===== config.mk =====
export PLATFORM = sky130hd
export DESIGN_NAME = wwd_ctrl
export DESIGN_NICKNAME = d
export VERILOG_FILES = /design/src/pkg/wwd_pkg.sv /design/src/hdl/wwd_ctrl.sv
export VERILOG_INCLUDE_DIRS = /design/src /design/src/pkg
export SDC_FILE = /design/constraint.sdc
export NUM_CORES = 1
export LEC_CHECK = 0
export ABC_AREA = 1
export BUFFER_PORTS_ARGS = -buffer_cell sky130_fd_sc_hd__buf_2
export CAP_MARGIN = 20
export CELL_PAD_IN_SITES_DETAIL_PLACEMENT = 1
export CELL_PAD_IN_SITES_GLOBAL_PLACEMENT = 1
export CORE_MARGIN = 2
export CORE_UTILIZATION = 35
export CTS_BUF_LIST = sky130_fd_sc_hd__clkbuf_4 sky130_fd_sc_hd__clkbuf_8
export CTS_CLUSTER_DIAMETER = 120
export CTS_CLUSTER_SIZE = 30
export DETAILED_ROUTE_END_ITERATION = 12
export PLACE_DENSITY_LB_ADDON = 0.1
export SYNTH_ARGS = -nofsm -noshare
export SYNTH_HDL_FRONTEND = slang
export SYNTH_SLANG_ARGS = --single-unit
export TNS_END_PERCENT = 1

===== constraint.sdc =====
create_clock -name mclk -period 1.8 [get_ports mclk]
set_clock_uncertainty 0.2 [all_clocks]
set_input_delay 0.36 -clock mclk [delete_from_list [all_inputs] [get_ports mclk]]
set_output_delay 0.36 -clock mclk [all_outputs]
set_load 0.03 [all_outputs]

===== src/pkg/wwd_defs.svh =====
// Notes on behaviour
// - fuse set keeps watchdog always running
// - fuse clear: software bit enables watchdog
// - any device reset clears software enable
// - timeout sets flag; only software or reset clears it
// - window disable bit zero selects windowed mode
// - 32 kHz tick, prescale by 32 or 128
// - 4-bit postscale select, 1:1 to 1:32768
// - counters reset on reset, switch, power-save, clear
// - timeout in sleep/idle wakes instead of resetting
`ifndef WWD_DEFS_SVH
`define WWD_DEFS_SVH
`define WWD_PRE_SHORT 8'h1F
`define WWD_PRE_LONG 8'h7F
`define WWD_POST_W 4
`define WWD_WIN_W 2
`define WWD_CNT_W 15
`endif


===== src/pkg/wwd_pkg.sv =====
`include "wwd_defs.svh"
package wwd_pkg;
	typedef struct packed {
		logic                   hw_enable_fuse;
		logic                   window_disable_bit;
		logic [`WWD_WIN_W-1:0]  window_select_field;
		logic                   prescale_select_fuse;
		logic [`WWD_POST_W-1:0] postscale_select_field;
	} wwd_cfg_s;
	typedef struct packed {
		logic clear_watchdog_instruction;
		logic power_save_instruction;
		logic power_save_exit;
		logic clock_switch_done;
	} wwd_evt_s;
endpackage


===== src/hdl/wwd_ctrl.sv =====
`timescale 1ns/1ps
`default_nettype none
`include "wwd_defs.svh"
module wwd_ctrl
	import wwd_pkg::*;
(
	input  wire logic     mclk,
	input  wire logic     rst_b,
	input  wire logic     low_power_rc_oscillator_tick,
	input  wire wwd_cfg_s cfg,
	input  wire wwd_evt_s evt,
	input  wire logic     in_power_save,
	input  wire logic     sw_enable_set,
	input  wire logic     sw_enable_clr,
	input  wire logic     timeout_flag_clr,
	output logic          software_enable_bit,
	output logic          timeout_flag,
	output logic          wdt_running,
	output logic          device_reset_req,
	output logic          wake_req
);
	logic                   tick_s1_ff, tick_s2_ff, tick_s3_ff;
	logic [7:0]             pre_ff, nxt_pre;
	logic [`WWD_CNT_W-1:0]  post_ff, nxt_post;
	logic                   swen_ff, nxt_swen;
	logic                   flag_ff, nxt_flag;
	logic                   rst_req_ff, nxt_rst_req;
	logic                   wake_ff, nxt_wake;
	logic                   tick_rise, pre_wrap, post_wrap, run, restart;
	logic                   early_clr, expire;
	logic [7:0]             pre_max;
	logic [`WWD_CNT_W-1:0]  post_max, win_open;

	always_ff @(posedge mclk or negedge rst_b) begin
		if (!rst_b) begin
			tick_s1_ff <= 1'b0;
			tick_s2_ff <= 1'b0;
			tick_s3_ff <= 1'b0;
		end else begin
			tick_s1_ff <= low_power_rc_oscillator_tick;
			tick_s2_ff <= tick_s1_ff;
			tick_s3_ff <= tick_s2_ff;
		end
	end

	always_comb begin
		tick_rise = tick_s2_ff & ~tick_s3_ff;
		run = cfg.hw_enable_fuse | swen_ff;
		pre_max = cfg.prescale_select_fuse ? `WWD_PRE_LONG
			: `WWD_PRE_SHORT;
		post_max = (`WWD_CNT_W'(1) << cfg.postscale_select_field)
			- `WWD_CNT_W'(1);
		// window opens at max minus select quarters of max (post_max >> 2)
		win_open = post_max - (post_max >> 2) * `WWD_CNT_W'(
			{13'h0000, cfg.window_select_field});
		pre_wrap = tick_rise & (pre_ff == pre_max);
		post_wrap = pre_wrap & (post_ff == post_max);
		early_clr = run & evt.clear_watchdog_instruction
			& ~cfg.window_disable_bit & (post_ff < win_open);
		restart = evt.clear_watchdog_instruction
			| evt.power_save_instruction | evt.power_save_exit
			| evt.clock_switch_done | ~run;
		expire = run & post_wrap & ~restart;
		nxt_pre = pre_ff;
		nxt_post = post_ff;
		if (restart) begin
			nxt_pre = 8'h00;
			nxt_post = '0;
		end else if (tick_rise) begin
			nxt_pre = pre_wrap ? 8'h00 : pre_ff + 8'h01;
			if (pre_wrap)
				nxt_post = post_wrap ? '0 : post_ff + `WWD_CNT_W'(1);
		end
		nxt_swen = swen_ff;
		if (sw_enable_set)
			nxt_swen = 1'b1;
		else if (sw_enable_clr)
			nxt_swen = 1'b0;
		// set wins over the software clear
		nxt_flag = (expire | early_clr) | (flag_ff & ~timeout_flag_clr);
		nxt_rst_req = early_clr | (expire & ~in_power_save);
		nxt_wake = expire & in_power_save;
	end

	always_ff @(posedge mclk or negedge rst_b) begin
		if (!rst_b) begin
			pre_ff <= 8'h00;
			post_ff <= '0;
			swen_ff <= 1'b0;
			flag_ff <= 1'b0;
			rst_req_ff <= 1'b0;
			wake_ff <= 1'b0;
		end else begin
			pre_ff <= nxt_pre;
			post_ff <= nxt_post;
			swen_ff <= nxt_swen;
			flag_ff <= nxt_flag;
			rst_req_ff <= nxt_rst_req;
			wake_ff <= nxt_wake;
		end
	end

	assign software_enable_bit = swen_ff;
	assign timeout_flag = flag_ff;
	assign wdt_running = run;
	assign device_reset_req = rst_req_ff;
	assign wake_req = wake_ff;

	AST_FUSE_RUN: assert property (@(posedge mclk) disable iff (!rst_b)
		cfg.hw_enable_fuse |-> wdt_running)
		else $error("fuse set but watchdog idle");
	AST_SW_RUN: assert property (@(posedge mclk) disable iff (!rst_b)
		!cfg.hw_enable_fuse |-> (wdt_running == software_enable_bit))
		else $error("software enable not followed");
	AST_FLAG_STICKY: assert property (@(posedge mclk) disable iff (!rst_b)
		timeout_flag && !timeout_flag_clr |=> timeout_flag)
		else $error("flag dropped without clear");
	AST_FLAG_SET: assert property (@(posedge mclk) disable iff (!rst_b)
		expire |=> timeout_flag)
		else $error("timeout did not set flag");
	AST_EARLY: assert property (@(posedge mclk) disable iff (!rst_b)
		early_clr |=> device_reset_req && timeout_flag)
		else $error("early clear not punished");
	AST_NOWIN: assert property (@(posedge mclk) disable iff (!rst_b)
		cfg.window_disable_bit |-> !early_clr)
		else $error("window check in plain mode");
	AST_RESTART: assert property (@(posedge mclk) disable iff (!rst_b)
		evt.clear_watchdog_instruction |=> pre_ff == 8'h00 && post_ff == '0)
		else $error("counters not restarted");
	AST_SLEEP_WAKE: assert property (@(posedge mclk) disable iff (!rst_b)
		expire && in_power_save |=> wake_req && !device_reset_req)
		else $error("sleep timeout reset the device");
	AST_RST_PULSE: assert property (@(posedge mclk) disable iff (!rst_b)
		device_reset_req && !(expire || early_clr) |=> !device_reset_req)
		else $error("reset request longer than one cycle");
	AST_WAKE_PULSE: assert property (@(posedge mclk) disable iff (!rst_b)
		wake_req && !expire |=> !wake_req)
		else $error("wake request longer than one cycle");
	AST_PRE: assert property (@(posedge mclk) disable iff (!rst_b)
		pre_ff <= pre_max || $changed(cfg.prescale_select_fuse))
		else $error("prescaler beyond its limit");
endmodule
`default_nettype wire


==> results.txt, run 1 <==
The run finished, with violations left. The final reports fail on negative setup slack. The number of top-level design ports came out at 25. Port buffering added 24 buffers. The final-report hold violation count came to 0. The die covers 10440 um2. The relative slew slack is 0.7186.

The maximum clock path buffer count came out at 2. The total grt overflow is 0. Synthesis handed over a netlist of 503 instances. The actual slew at the worst max-slew pin is 0.4222 ns. The overall routing resource usage is 0.2947. Setup violations remaining at the end of the flow were counted as 18. Setup repair after global routing could not meet its margin everywhere.

The HPWL after detailed placement is 10490 um. The worst register-to-register path has a depth of 11. Power spread over the standard cell area amounts to 698.8 nW/um2.

Synthesis inferred 30 register bits. The total iterations of the first detailed-routing run is 5. The yosys synthesis warning count is 0. The fmax came out at 249.0 MHz. The period utilization came out at 2.231. The via count is 4168. Summed over all cells, the static leakage comes to 2.801 nW. Across all register-to-register paths, the minimum setup slack is -0.39 ns. The number of nets in the final layout came out at about 760. The number of flops mapped to enable cells by yosys is 0.

The minimum clock period is 4.015 ns. In the post-synthesis netlist, the cell with the most instances is nand2_1. By instance count, the cell type seen most on the critical path is nand3_1. The type of the worst min-delay path is in2reg.

The peak supply drop came out at 0.4204 mV. The vias per cell is 5.058. The effective utilization at floorplan is 0.3632. The count of cells along the worst hold path is 2.

The fraction of layout instances using a drive strength above 1 came out at 0.4144. The worst setup path is of the in2reg kind. The standard cell area after detailed placement is 4756 um2. The number of antenna diodes in the final layout is 0. The floorplan has 35 rows. By count the netlist is led by 130 x nand2_1, 85 x inv_1, 54 x nor2_1. In this run the most critical hold path is launched from sw_enable_clr.

The H-tree level count is 2. The worst setup path is captured at a flop. The highest cell delay on the worst timing path is 0.54 ns. The net count after synthesis came out at 568. The remaining design rule violation count came out at 0. The initial detailed-routing violation count came out at 184. Of all nets on the critical path, the largest fanout is 5. Across the run, the number of max-cap violations was 0. The number of buffer and inverter instances along the worst setup path came out at 6. The largest area contributor in the netlist is dfrtp_1.

Entering global routing, the biggest net connects 31 pins. Buffers inserted during clock tree synthesis total 5. The worst-case hold path end point is software_enable_bit$_DFFE_PN0P_. Among all flip-flop cells after synthesis, the most frequent one is dfrtp_1. After routing the design area is ~5500 um2. TritonCTS built the clock tree. The average instance in the mapped netlist occupies roughly 6.7 um2. The insertion delay of the later-clocked pin in the worst-skew pair came out at between 0.2 and 0.3 ns.

The worst-case setup margin in the final layout came out at -2.215 ns. The number of clock sinks seen by CTS is 30. The clock transition time at the flip-flop clock pins of the worst setup and hold paths is 0.08 ns. The endpoint identified for the worst register-to-register timing path is device_reset_req$_DFF_PN0_.

The count of nets left with antenna violations after detail routing is 0. STA classifies the critical path startpoint as an input pin. After synthesis, the cell types taking the most area are dfrtp_1 22%, nand2_1 14%, ha_1 12%.

The share of flip-flops with an asynchronous set or reset after synthesis came out at 1.000. The wire length of the first global-routing pass is 23500 um. Of the synthesized area, sequential elements account for 0.2226. The x dimension of the die came out at between 100 and 150 um. The max-slew violation count came out at 0. The setup total negative slack came out at -33.71 ns.

From synthesis to final layout, the design area changed by 64.19%. The vertical die dimension is 102.2 um. After floorplanning, the core was sized to cover 9284 um2. The count of unique library cells instantiated by Yosys came out at 33. The global placer's final weighted congestion came out at slightly above 0.9. The data required time of the critical path came out at around 1.8 ns. The number of antenna violations at the first check in global routing came out at 0. The critical path goes through buf_12, nor2_4, nand3_2, ha_4, inv_4, nand2_2, nand2_4, inv_6, fa_1, inv_1, ha_4, buf_4, nand2_1, o21ai_0, nand3_1, o2111ai_1, xor2_1, buf_4, ha_1, nand3_2, nor3_2, o21ai_1, nand3_1, nand3_1. The startpoint identified for the worst register-to-register timing path is pre_ff[1]$_DFFE_PN0P_. The post-placement setup slack came out at -2.640 ns. The slowest stage of the critical path is the fa_1 cell. The library cell used as clock root buffer is clkbuf_8. The number of filler instances in the final layout is 1177. The average wire per cell in the routed design is 18.26 um.

The overall routed net length came out at ~15000 um. The top cell family by delay on the critical path is adder cells. The area share of the largest cell type after synthesis is 0.2226. Data on the critical path arrives at its endpoint at approximately 4 ns. The number of global-route vias before repair came to 4638. The mapped netlist covers 3372 um2.
-- area by class of cell --
| type | count | area [um2] | area share |
|---|---|---|---|
| Inverter | 88 | 337.8 | 0.06102 |
| Clock inverter | 2 | 60.06 | 0.01085 |
| Clock buffer | 6 | 82.58 | 0.01492 |
| Multi-Input combinational cell | 380 | 2719 | 0.4911 |
| Sequential cell | 30 | 750.7 | 0.1356 |
| Tap cell | 129 | 161.4 | 0.02915 |
| Timing Repair Buffer | 189 | 1425 | 0.2574 |
-- worst reg2reg max path, stage by stage, from the launching register on --
cell      delay, ns
dfrtp_1        0.36
ha_1           0.18
nand2_1        0.05
nand3b_1       0.17
nor2_1         0.16
nand2_1        0.07
nor2_1         0.12
nand2_1        0.07
nor2_1         0.21
buf_4          0.16
nand4_1        0.19
o21ai_1        0.18
-- registers in the layout, summed over array words and instances (netlist names) --
register	count
tick_s3_ff	1
software_enable_bit	1
post_ff	15
tick_s2_ff	1
pre_ff	8
tick_s1_ff	1
timeout_flag	1
wake_req	1
device_reset_req	1
-- cells in the final DEF (no fill, tap or decap), types with 6 or more instances in the layout --
cell type and instances:
xnor2_1 6, o21ai_0 13, buf_2 20, dfrtp_1 30, o21ai_2 6, nand2_2 21
fa_1 10, ha_4 10, nand2_1 107, nand4_1 13, inv_1 77, nand3_1 26
nor2_1 43, o21ai_1 15, nor2_4 9, ha_1 23, a21oi_1 16, buf_4 159
clkbuf_8 6, a21oi_2 6, inv_2 9, xor2_1 13
-- layer usage --
layer	up-vias	track usage	routed length, um
met5	-	0	0
met4	0	0.08923	347
met3	29	0.04036	581
met2	85	0.5420	7800
met1	2075	0.3558	6318
li1	1979	-	-
-- repair_timing --
item	4_1_cts	5_1_grt
endpoints found under the setup margin	20	22
setup buffers	23	1
hold buffers	2	0
endpoints found under the hold margin	31	0
pin swaps	37	28
cloned	0	0
resized for setup	69	39
-- power by group --
part | switching, mW | internal (mW) | total (mW) | leakage, nW
combinational | 1.18 | 1.10 | 2.28 | 2.32
clock | 0.305 | 0.591 | 0.896 | 0.0714
sequential | 0.00563 | 0.682 | 0.688 | 0.407
total | 1.49 | 2.37 | 3.87 | 2.80
-- worst max-delay path by stage --
stage	startpoint	endpoint	cells past startpoint
after CTS	cfg[2]	timeout_flag$_DFF_PN0_	30
after detailed placement	cfg[1]	timeout_flag$_DFF_PN0_	27
after floorplan	cfg[2]	timeout_flag$_DFF_PN0_	30
after global placement	cfg[1]	timeout_flag$_DFF_PN0_	27
final	cfg[1]	timeout_flag$_DFF_PN0_	24
after global routing	cfg[1]	timeout_flag$_DFF_PN0_	28
-- per-stage QoR --
step	std cells	power (mW)	hold slack (ns)	utilization
floorplan	503	1.587	-0.1356	-
CTS	823	3.681	0.03764	0.5809
global placement	790	2.322	0.1341	0.5123
detailed placement	790	2.389	0.1669	0.5123
global route	824	4.075	0.05800	0.5964
finish	824	3.869	0.04217	0.5964
-- cells by family (layout without fill, tap and decap cells) --
logic type / Yosys count / in the layout / share of synthesized area
AO/OA/AOI/OAI: 67 / 67 / 0.1061
XOR/XNOR: 22 / 22 / 0.05714
adder cells (fa/ha/maj): 45 / 45 / 0.1937
buffers and inverters: 93 / 285 / 0.1046
flip-flops: 30 / 30 / 0.2226
AND/OR/NAND/NOR: 246 / 246 / 0.3158
(Power assumes the default switching activity.)
==> inputs of run 2 (changes only) <==
--- a/config.mk
+++ b/config.mk
@@ -18,6 +18,7 @@
 export CTS_CLUSTER_SIZE = 30
 export DETAILED_ROUTE_END_ITERATION = 12
 export PLACE_DENSITY_LB_ADDON = 0.1
+export SKIP_CTS_REPAIR_TIMING = 1
 export SYNTH_ARGS = -nofsm -noshare
 export SYNTH_HDL_FRONTEND = slang
 export SYNTH_SLANG_ARGS = --single-unit
==> results.txt, run 2 (same netlist as run 1, synthesis figures left out) <==
The total grt overflow came out at 0 (unchanged). The final non-filler cell total came out at 808 (-1.9%). The maximum clock path buffer count came to 2 (unchanged). The sequential share of power is 0.192 (+0.014). Among the stages of the critical path, the cell type that occurs most often is nand2_1. The initial detailed-routing violation count is 96 (-48%).

The final core utilization came to 0.5708 (-0.02561). The actual slew at the worst max-slew pin is 0.4128 ns (-0.009329 ns). The flip-flop count of the largest register, all copies and words added is 15 (unchanged). The minimum clock period is 3.915 ns (-0.1000 ns). The overall routing resource usage came out at 0.2538 (-0.04088). The number of antenna violations at the first check in global routing is 0 (unchanged).

The static leakage power came out at 2.702 nW (-3.5%). The floorplan core area came out at 9284 um2 (unchanged). The path class of the tightest hold or removal check is in2reg. The clock transition time at the flip-flop clock pins of the worst setup and hold paths is 0.07 ns (about the same). The register with the most flip-flops is post_ff.

The number of filler instances in the final layout came to 1198 (+1.8%). The TritonCTS clock tree is done. The power share of the combinational group came out at 0.560 (-0.030). In the layout the commonest cells are 143 x buf_4, 118 x nand2_1, 76 x inv_1. The effective utilization at floorplan came out at 0.3632 (unchanged).

The count of input and output buffers is 24 (unchanged). The sequential cell area in the final layout is 750.7 um2 (unchanged). The count of max-cap constraint violations is 0 (unchanged). The total iterations of the first detailed-routing run came to 4 (-1). The worst-case setup margin in the final layout came out at -2.115 ns (+0.1000 ns). The final setup violation count was 19 (+1). The global placer's final weighted congestion came out at 0.9165 (unchanged). The H-tree level count is 2 (unchanged). The period utilization came out at 2.175 (-0.05558). Setup repair after global routing could not meet its margin everywhere.

The number of top-level design ports came out at 25 (unchanged). The number of clock sinks seen by CTS came out at 30 (unchanged). The wire length of the first global-routing pass is 20530 um (-13%). The data required time of the critical path came to 1.76 ns (about the same). The number of buffers inserted during clock tree synthesis came to 5 (unchanged). The critical path endpoint category is a flop. The type of the setup path with the least slack is in2reg. The highest cell delay on the worst timing path came out at 0.48 ns (-0.06 ns). The row count is 35 (unchanged). The insertion delay of the later-clocked pin in the worst-skew pair came out at 0.29 ns (about the same). The power density over the cells is 677.5 nW/um2 (-3.0%). The max-slew violation count came out at 0 (unchanged). The cell total after placement was 790 (unchanged). The vias per cell is 4.922 (-2.7%). The multi-input gate area in the final layout was 2623 um2 (-3.5%). The remaining design rule violation count came out at 0 (unchanged). The x dimension of the die is 102.2 um (unchanged).

The fmax is 255.4 MHz (+2.6%). The HPWL after detailed placement is 10490 um (unchanged). The share of power burned in the clock network came out at 0.249 (+0.017). The run finished, with violations left.

The type of element launching the critical path is an input pin. The count of nets left with antenna violations after detail routing came to 0 (unchanged). The number of nets in the final layout is 743 (-2.1%). The die footprint is 10440 um2 (unchanged). The final-report hold violation count came to 0 (unchanged). The number of global-route vias before repair is 4237 (-8.6%).

The number of antenna repair diodes is 0 (unchanged). The area growth from synthesis to layout is 57.14%. The overall routed net length came out at 13360 um (-11%). The worst-path maximum fanout is 6 (+1).

The maximum number of pins on one net before global-route repair came out at 31 (unchanged). The internal power came out at 2.239 mW (-5.7%). The via count is 3977 (-4.6%). The relative slew slack came out at 0.7248 (+0.006219). The net switching share of the total power came out at 0.3763 (-0.009910). The peak supply drop is 0.4237 mV (+0.79%). The net switching power came out at 1.351 mW (-9.6%). The fraction of layout instances using a drive strength above 1 is 0.3741 (-0.04031). The largest registers in the layout are post_ff (15), pre_ff (8). The library cell used most frequently in the layout, excluding fill and tap cells, is buf_4. The worst-path cell with the longest stage delay is fa_1. The average wire per cell in the routed design is 16.54 um (-9.4%). The library cell used as clock root buffer is clkbuf_8. The final reports fail on negative setup slack. The vertical die dimension came out at 102.2 um (unchanged).

The arrival time at the worst endpoint is 3.88 ns (-0.10 ns).
==> run 2: cell types whose count changed in the layout (fill, tap and decap cells not counted), sizes merged <==
cell	change
buf	-16
==> run 2: final timing paths <==
check	from	endpoint	slack [ns]	depth (start not counted)
setup / recovery	cfg[2]	timeout_flag$_DFF_PN0_	-2.12	26
min in group asynchronous	rst_b	wake_req$_DFF_PN0_	0.42	3
max in group asynchronous	rst_b	post_ff[5]$_DFFE_PN0P_	0.68	3
hold reg to reg	tick_s1_ff$_DFF_PN0_	tick_s2_ff$_DFF_PN0_	0.18	0
hold / removal	sw_enable_clr	software_enable_bit$_DFFE_PN0P_	0.05	2
setup reg to reg	pre_ff[1]$_DFFE_PN0P_	device_reset_req$_DFF_PN0_	-0.34	11
==> run 2: layout make-up <==
cell class / instances / area share
Multi-Input combinational cell: 380 / 0.4949
Clock inverter: 2 / 0.01133
Inverter: 88 / 0.06328
Sequential cell: 30 / 0.1417
Tap cell: 129 / 0.03046
Timing Repair Buffer: 173 / 0.2427
Clock buffer: 6 / 0.01558
==> run 2: critical path: cells and delay by family <==
family                     cells  cell delay, ns
AOI/OAI and AO/OA              4            0.58
adders and majority gates      4            1.19
buffers and inverters          5            0.48
xor gates and xnor gates       1            0.12
and+or+nand+nor               12            1.13
==> run 2: stage by stage <==
stage                     setup TNS (ns)  setup WS (ns)  hold WS (ns)  area [um2]  power, mW
final                             -11.86         -2.115       0.04589        5299      3.590
after global routing              -14.25         -2.358       0.05497        5299      3.820
after CTS                         -15.40         -2.352       -0.1068        4898      3.305
after detailed placement          -21.90         -2.640        0.1669        4756      2.389
after global placement            -20.17         -2.507        0.1341        4756      2.322
after floorplan                   -10.52         -2.109       -0.1356        3460      1.587
==> run 2: power by group through the flow <==
| stage | registers [mW] | logic, mW | clock network [mW] |
|---|---|---|---|
| after global routing | 0.688 | 2.19 | 0.941 |
| after CTS | 0.687 | 1.71 | 0.911 |
| after global placement | 0.700 | 1.62 | 0 |
| final | 0.688 | 2.01 | 0.893 |
| after detailed placement | 0.701 | 1.69 | 0 |
| after floorplan | 0.710 | 0.878 | 0 |
==> run 2: metal layers <==
metal | track usage | vias up | part of all wire
met3 | 0.03010 | 11 | 0.026
li1 | - | 1950 | -
met2 | 0.4550 | 46 | 0.53
met1 | 0.3319 | 1970 | 0.44
met4 | 0.04615 | 0 | 0.011
met5 | 0 | - | 0
==> inputs of run 3 (changes only) <==
--- a/config.mk
+++ b/config.mk
@@ -7,7 +7,6 @@
 export NUM_CORES = 1
 export LEC_CHECK = 0
 export ABC_AREA = 1
-export BUFFER_PORTS_ARGS = -buffer_cell sky130_fd_sc_hd__buf_2
 export CAP_MARGIN = 20
 export CELL_PAD_IN_SITES_DETAIL_PLACEMENT = 1
 export CELL_PAD_IN_SITES_GLOBAL_PLACEMENT = 1
@@ -17,6 +16,7 @@
 export CTS_CLUSTER_DIAMETER = 120
 export CTS_CLUSTER_SIZE = 30
 export DETAILED_ROUTE_END_ITERATION = 12
+export DONT_BUFFER_PORTS = 1
 export PLACE_DENSITY_LB_ADDON = 0.1
 export SKIP_CTS_REPAIR_TIMING = 1
 export SYNTH_ARGS = -nofsm -noshare
==> constraint.sdc (replaced) <==
create_clock -name mclk -period 4.3 [get_ports mclk]
set_clock_uncertainty 0.2 [all_clocks]
set_input_delay 0.86 -clock mclk [delete_from_list [all_inputs] [get_ports mclk]]
set_output_delay 0.86 -clock mclk [all_outputs]
set_load 0.03 [all_outputs]
==> results.txt, run 3 (same netlist as run 1, synthesis figures left out) <==
The relative slew slack came out at 0.4753 (-0.2495). The worst setup path is captured at a flop. The number of clock sinks seen by CTS is 30 (unchanged). In the finished design, the share of the clock period the worst path needs comes to 0.9884. The die footprint came to 10440 um2 (unchanged). The post-placement setup slack came to -0.5522 ns (+2.088 ns).

The standard cell area after detailed placement came out at 4080 um2 (-14%). The sequential share of power is 0.230 (+0.038). The net switching share of the total power was 0.4064 (+0.03012). The count of input and output buffers is 0 (-100%).

The count of max-cap constraint violations came to 0 (unchanged). The clock transition time at the flip-flop clock pins of the worst setup and hold paths is 0.07 ns (about the same). The largest registers in the layout are post_ff (15), pre_ff (8). The data required time of the critical path came out at 4.31 ns (+2.55 ns). The arrival time at the worst endpoint is 4.26 ns (+0.38 ns).

The most frequent cell on the critical path is nand2_1. The H-tree level count was 2 (unchanged). The fraction of layout instances using a drive strength above 1 came out at 0.2408 (-0.1332). Setup repair after global routing could not meet its margin everywhere. The initial detailed-routing violation count came out at 89 (-7.3%). The minimum clock period is 4.250 ns. The count of nets left with antenna violations after detail routing came out at 0 (unchanged). The net switching power is 0.5169 mW (-62%). The tree is rooted in a clkbuf_8. The most common cell after layout, fill and taps aside is nand2_1. The highest cell delay on the worst timing path is 0.50 ns (+0.02 ns). The internal power came out at 0.7550 mW (-66%). The via count came to 3501 (-12%). The HPWL after detailed placement is 9237 um (-12%). The worst-case setup margin in the final layout came out at 0.05007 ns (+2.165 ns). The number of buffers inserted during clock tree synthesis is 5 (unchanged). The row count came out at 35 (unchanged). The register with the most flip-flops is post_ff.

The library cells used most frequently in the layout, excluding fill and tap cells, are 119 x nand2_1, 80 x inv_1, 67 x buf_4. The type of element launching the critical path is an input pin. The average wire per cell in the routed design was 15.97 um (-3.4%). The worst-path cell with the longest stage delay is fa_1. The power share of the combinational group is 0.599 (+0.039). The path class of the tightest hold or removal check is in2async. The number of filler instances in the final layout came out at 1196 (-0.17%). The flow ran to the end, and the final reports show no timing, DRC or antenna violations. The actual slew at the worst max-slew pin is 0.7862 ns (+0.3733 ns).

The share of power burned in the clock network is 0.171 (-0.078). The number of antenna repair diodes is 0 (unchanged). The final setup violation count came to 0 (-19). The type of the setup path with the least slack is in2reg. The final-report hold violation count is 0 (unchanged). The number of antenna violations at the first check in global routing came out at 0 (unchanged).

The x dimension of the die came out at 102.2 um (unchanged). The overall routed net length came out at 11210 um (-16%). The worst-path maximum fanout was 7 (+1).

TritonCTS built the clock tree. The effective utilization at floorplan came out at 0.3632 (unchanged). The vias per cell came out at 4.987 (+1.3%). The final non-filler cell area is 4403 um2 (-17%).

The maximum clock path buffer count is 2 (unchanged). The global placer's final weighted congestion is 0.9264 (+1.1%). The max-slew violation count is 0 (unchanged). The flip-flop count of the largest register, all copies and words added is 15 (unchanged).

The number of buffer and inverter instances along the worst setup path is 5 (unchanged). Compared with the post-synthesis result, the final layout area differs by 30.58%. The number of global-route vias before repair came to 3609 (-15%). The power density over the cells came out at 288.9 nW/um2 (-57%). The peak supply drop came out at 0.1678 mV (-60%). The static leakage power came out at 2.171 nW (-20%). The overall routing resource usage came out at 0.2245 (-0.02935). The number of nets in the final layout came to 638 (-14%). The number of top-level design ports came to 25 (unchanged). The floorplan core area is 9284 um2 (unchanged). The remaining design rule violation count came out at 0 (unchanged). The total iterations of the first detailed-routing run is 4 (unchanged). The fmax is 235.3 MHz.

The wire length of the first global-routing pass was 18140 um (-12%). The maximum number of pins on one net before global-route repair is 31 (unchanged). The insertion delay of the later-clocked pin in the worst-skew pair came out at 0.28 ns (about the same). Grouping stages by cell kind, the critical path spends the most delay in adder cells. The final core utilization is 0.4743 (-0.09650).

The total grt overflow is 0 (unchanged). The vertical die dimension came out at 102.2 um (unchanged).
## run 3: cell count changes in the layout (fill, tap and decap cells not counted), sizes merged
cell | before | now
buf | 171 | 68
bufinv | 2 | 0
clkbuf | 6 | 5
clkinv | 0 | 2
dlygate4sd3 | 2 | 0
## run 3: final cells by class
type | count | area [um2] | area share
clock buffers | 5 | 68.82 | 0.01563
clock inverters | 2 | 10.01 | 0.002273
inverters | 88 | 332.8 | 0.07559
multi-input cells | 380 | 2565 | 0.5826
flip-flops and latches | 30 | 750.7 | 0.1705
well taps | 129 | 161.4 | 0.03666
repair buffers | 68 | 514.2 | 0.1168
## run 3: stage by stage
stage	hold slack (ns)	power, mW	instances	setup TNS (ns)
after floorplan	0.1312	0.6645	503	-0.2031
after global placement	0.1322	0.9213	692	-0.9622
after detailed placement	0.1396	0.9415	692	-1.099
after CTS	0.06103	1.165	699	-0.5327
after global routing	0.05059	1.379	702	-0.4292
final	0.06824	1.272	702	0
## run 3: worst reg2reg max path, stage by stage (launching register included)
cell	delay, ns
dfrtp_1	0.54
nor2_1	0.16
nor4_4	0.40
inv_1	0.14
nor2_2	0.62
inv_1	0.24
o21ai_1	0.19
## run 3: final timing paths
kind	start	end	slack, ns	cells after the start
worst min register to register	tick_s1_ff$_DFF_PN0_	tick_s2_ff$_DFF_PN0_	0.15	0
worst max-delay path	cfg[1]	device_reset_req$_DFF_PN0_	0.05	26
worst min-delay path	rst_b	post_ff[12]$_DFFE_PN0P_	0.07	0
max in group asynchronous	rst_b	pre_ff[2]$_DFFE_PN0P_	3.75	0
min in group mclk	tick_s1_ff$_DFF_PN0_	tick_s2_ff$_DFF_PN0_	0.15	0
worst max register to register	software_enable_bit$_DFFE_PN0P_	post_ff[1]$_DFFE_PN0P_	1.72	6
## run 3: metal layers
layer,GRT usage,up-vias,share of wire
li1,-,1742,-
met1,0.3219,1713,0.48
met2,0.3715,35,0.48
met3,0.03010,11,0.025
met4,0.02974,0,0.0096
met5,0,-,0
## run 3: power groups by stage
stage,registers [mW],logic [mW],clock network [mW]
global placement,0.298,0.624,0
global route,0.293,0.850,0.236
finish,0.292,0.762,0.217
CTS,0.293,0.649,0.223
detailed placement,0.298,0.644,0
floorplan,0.297,0.367,0
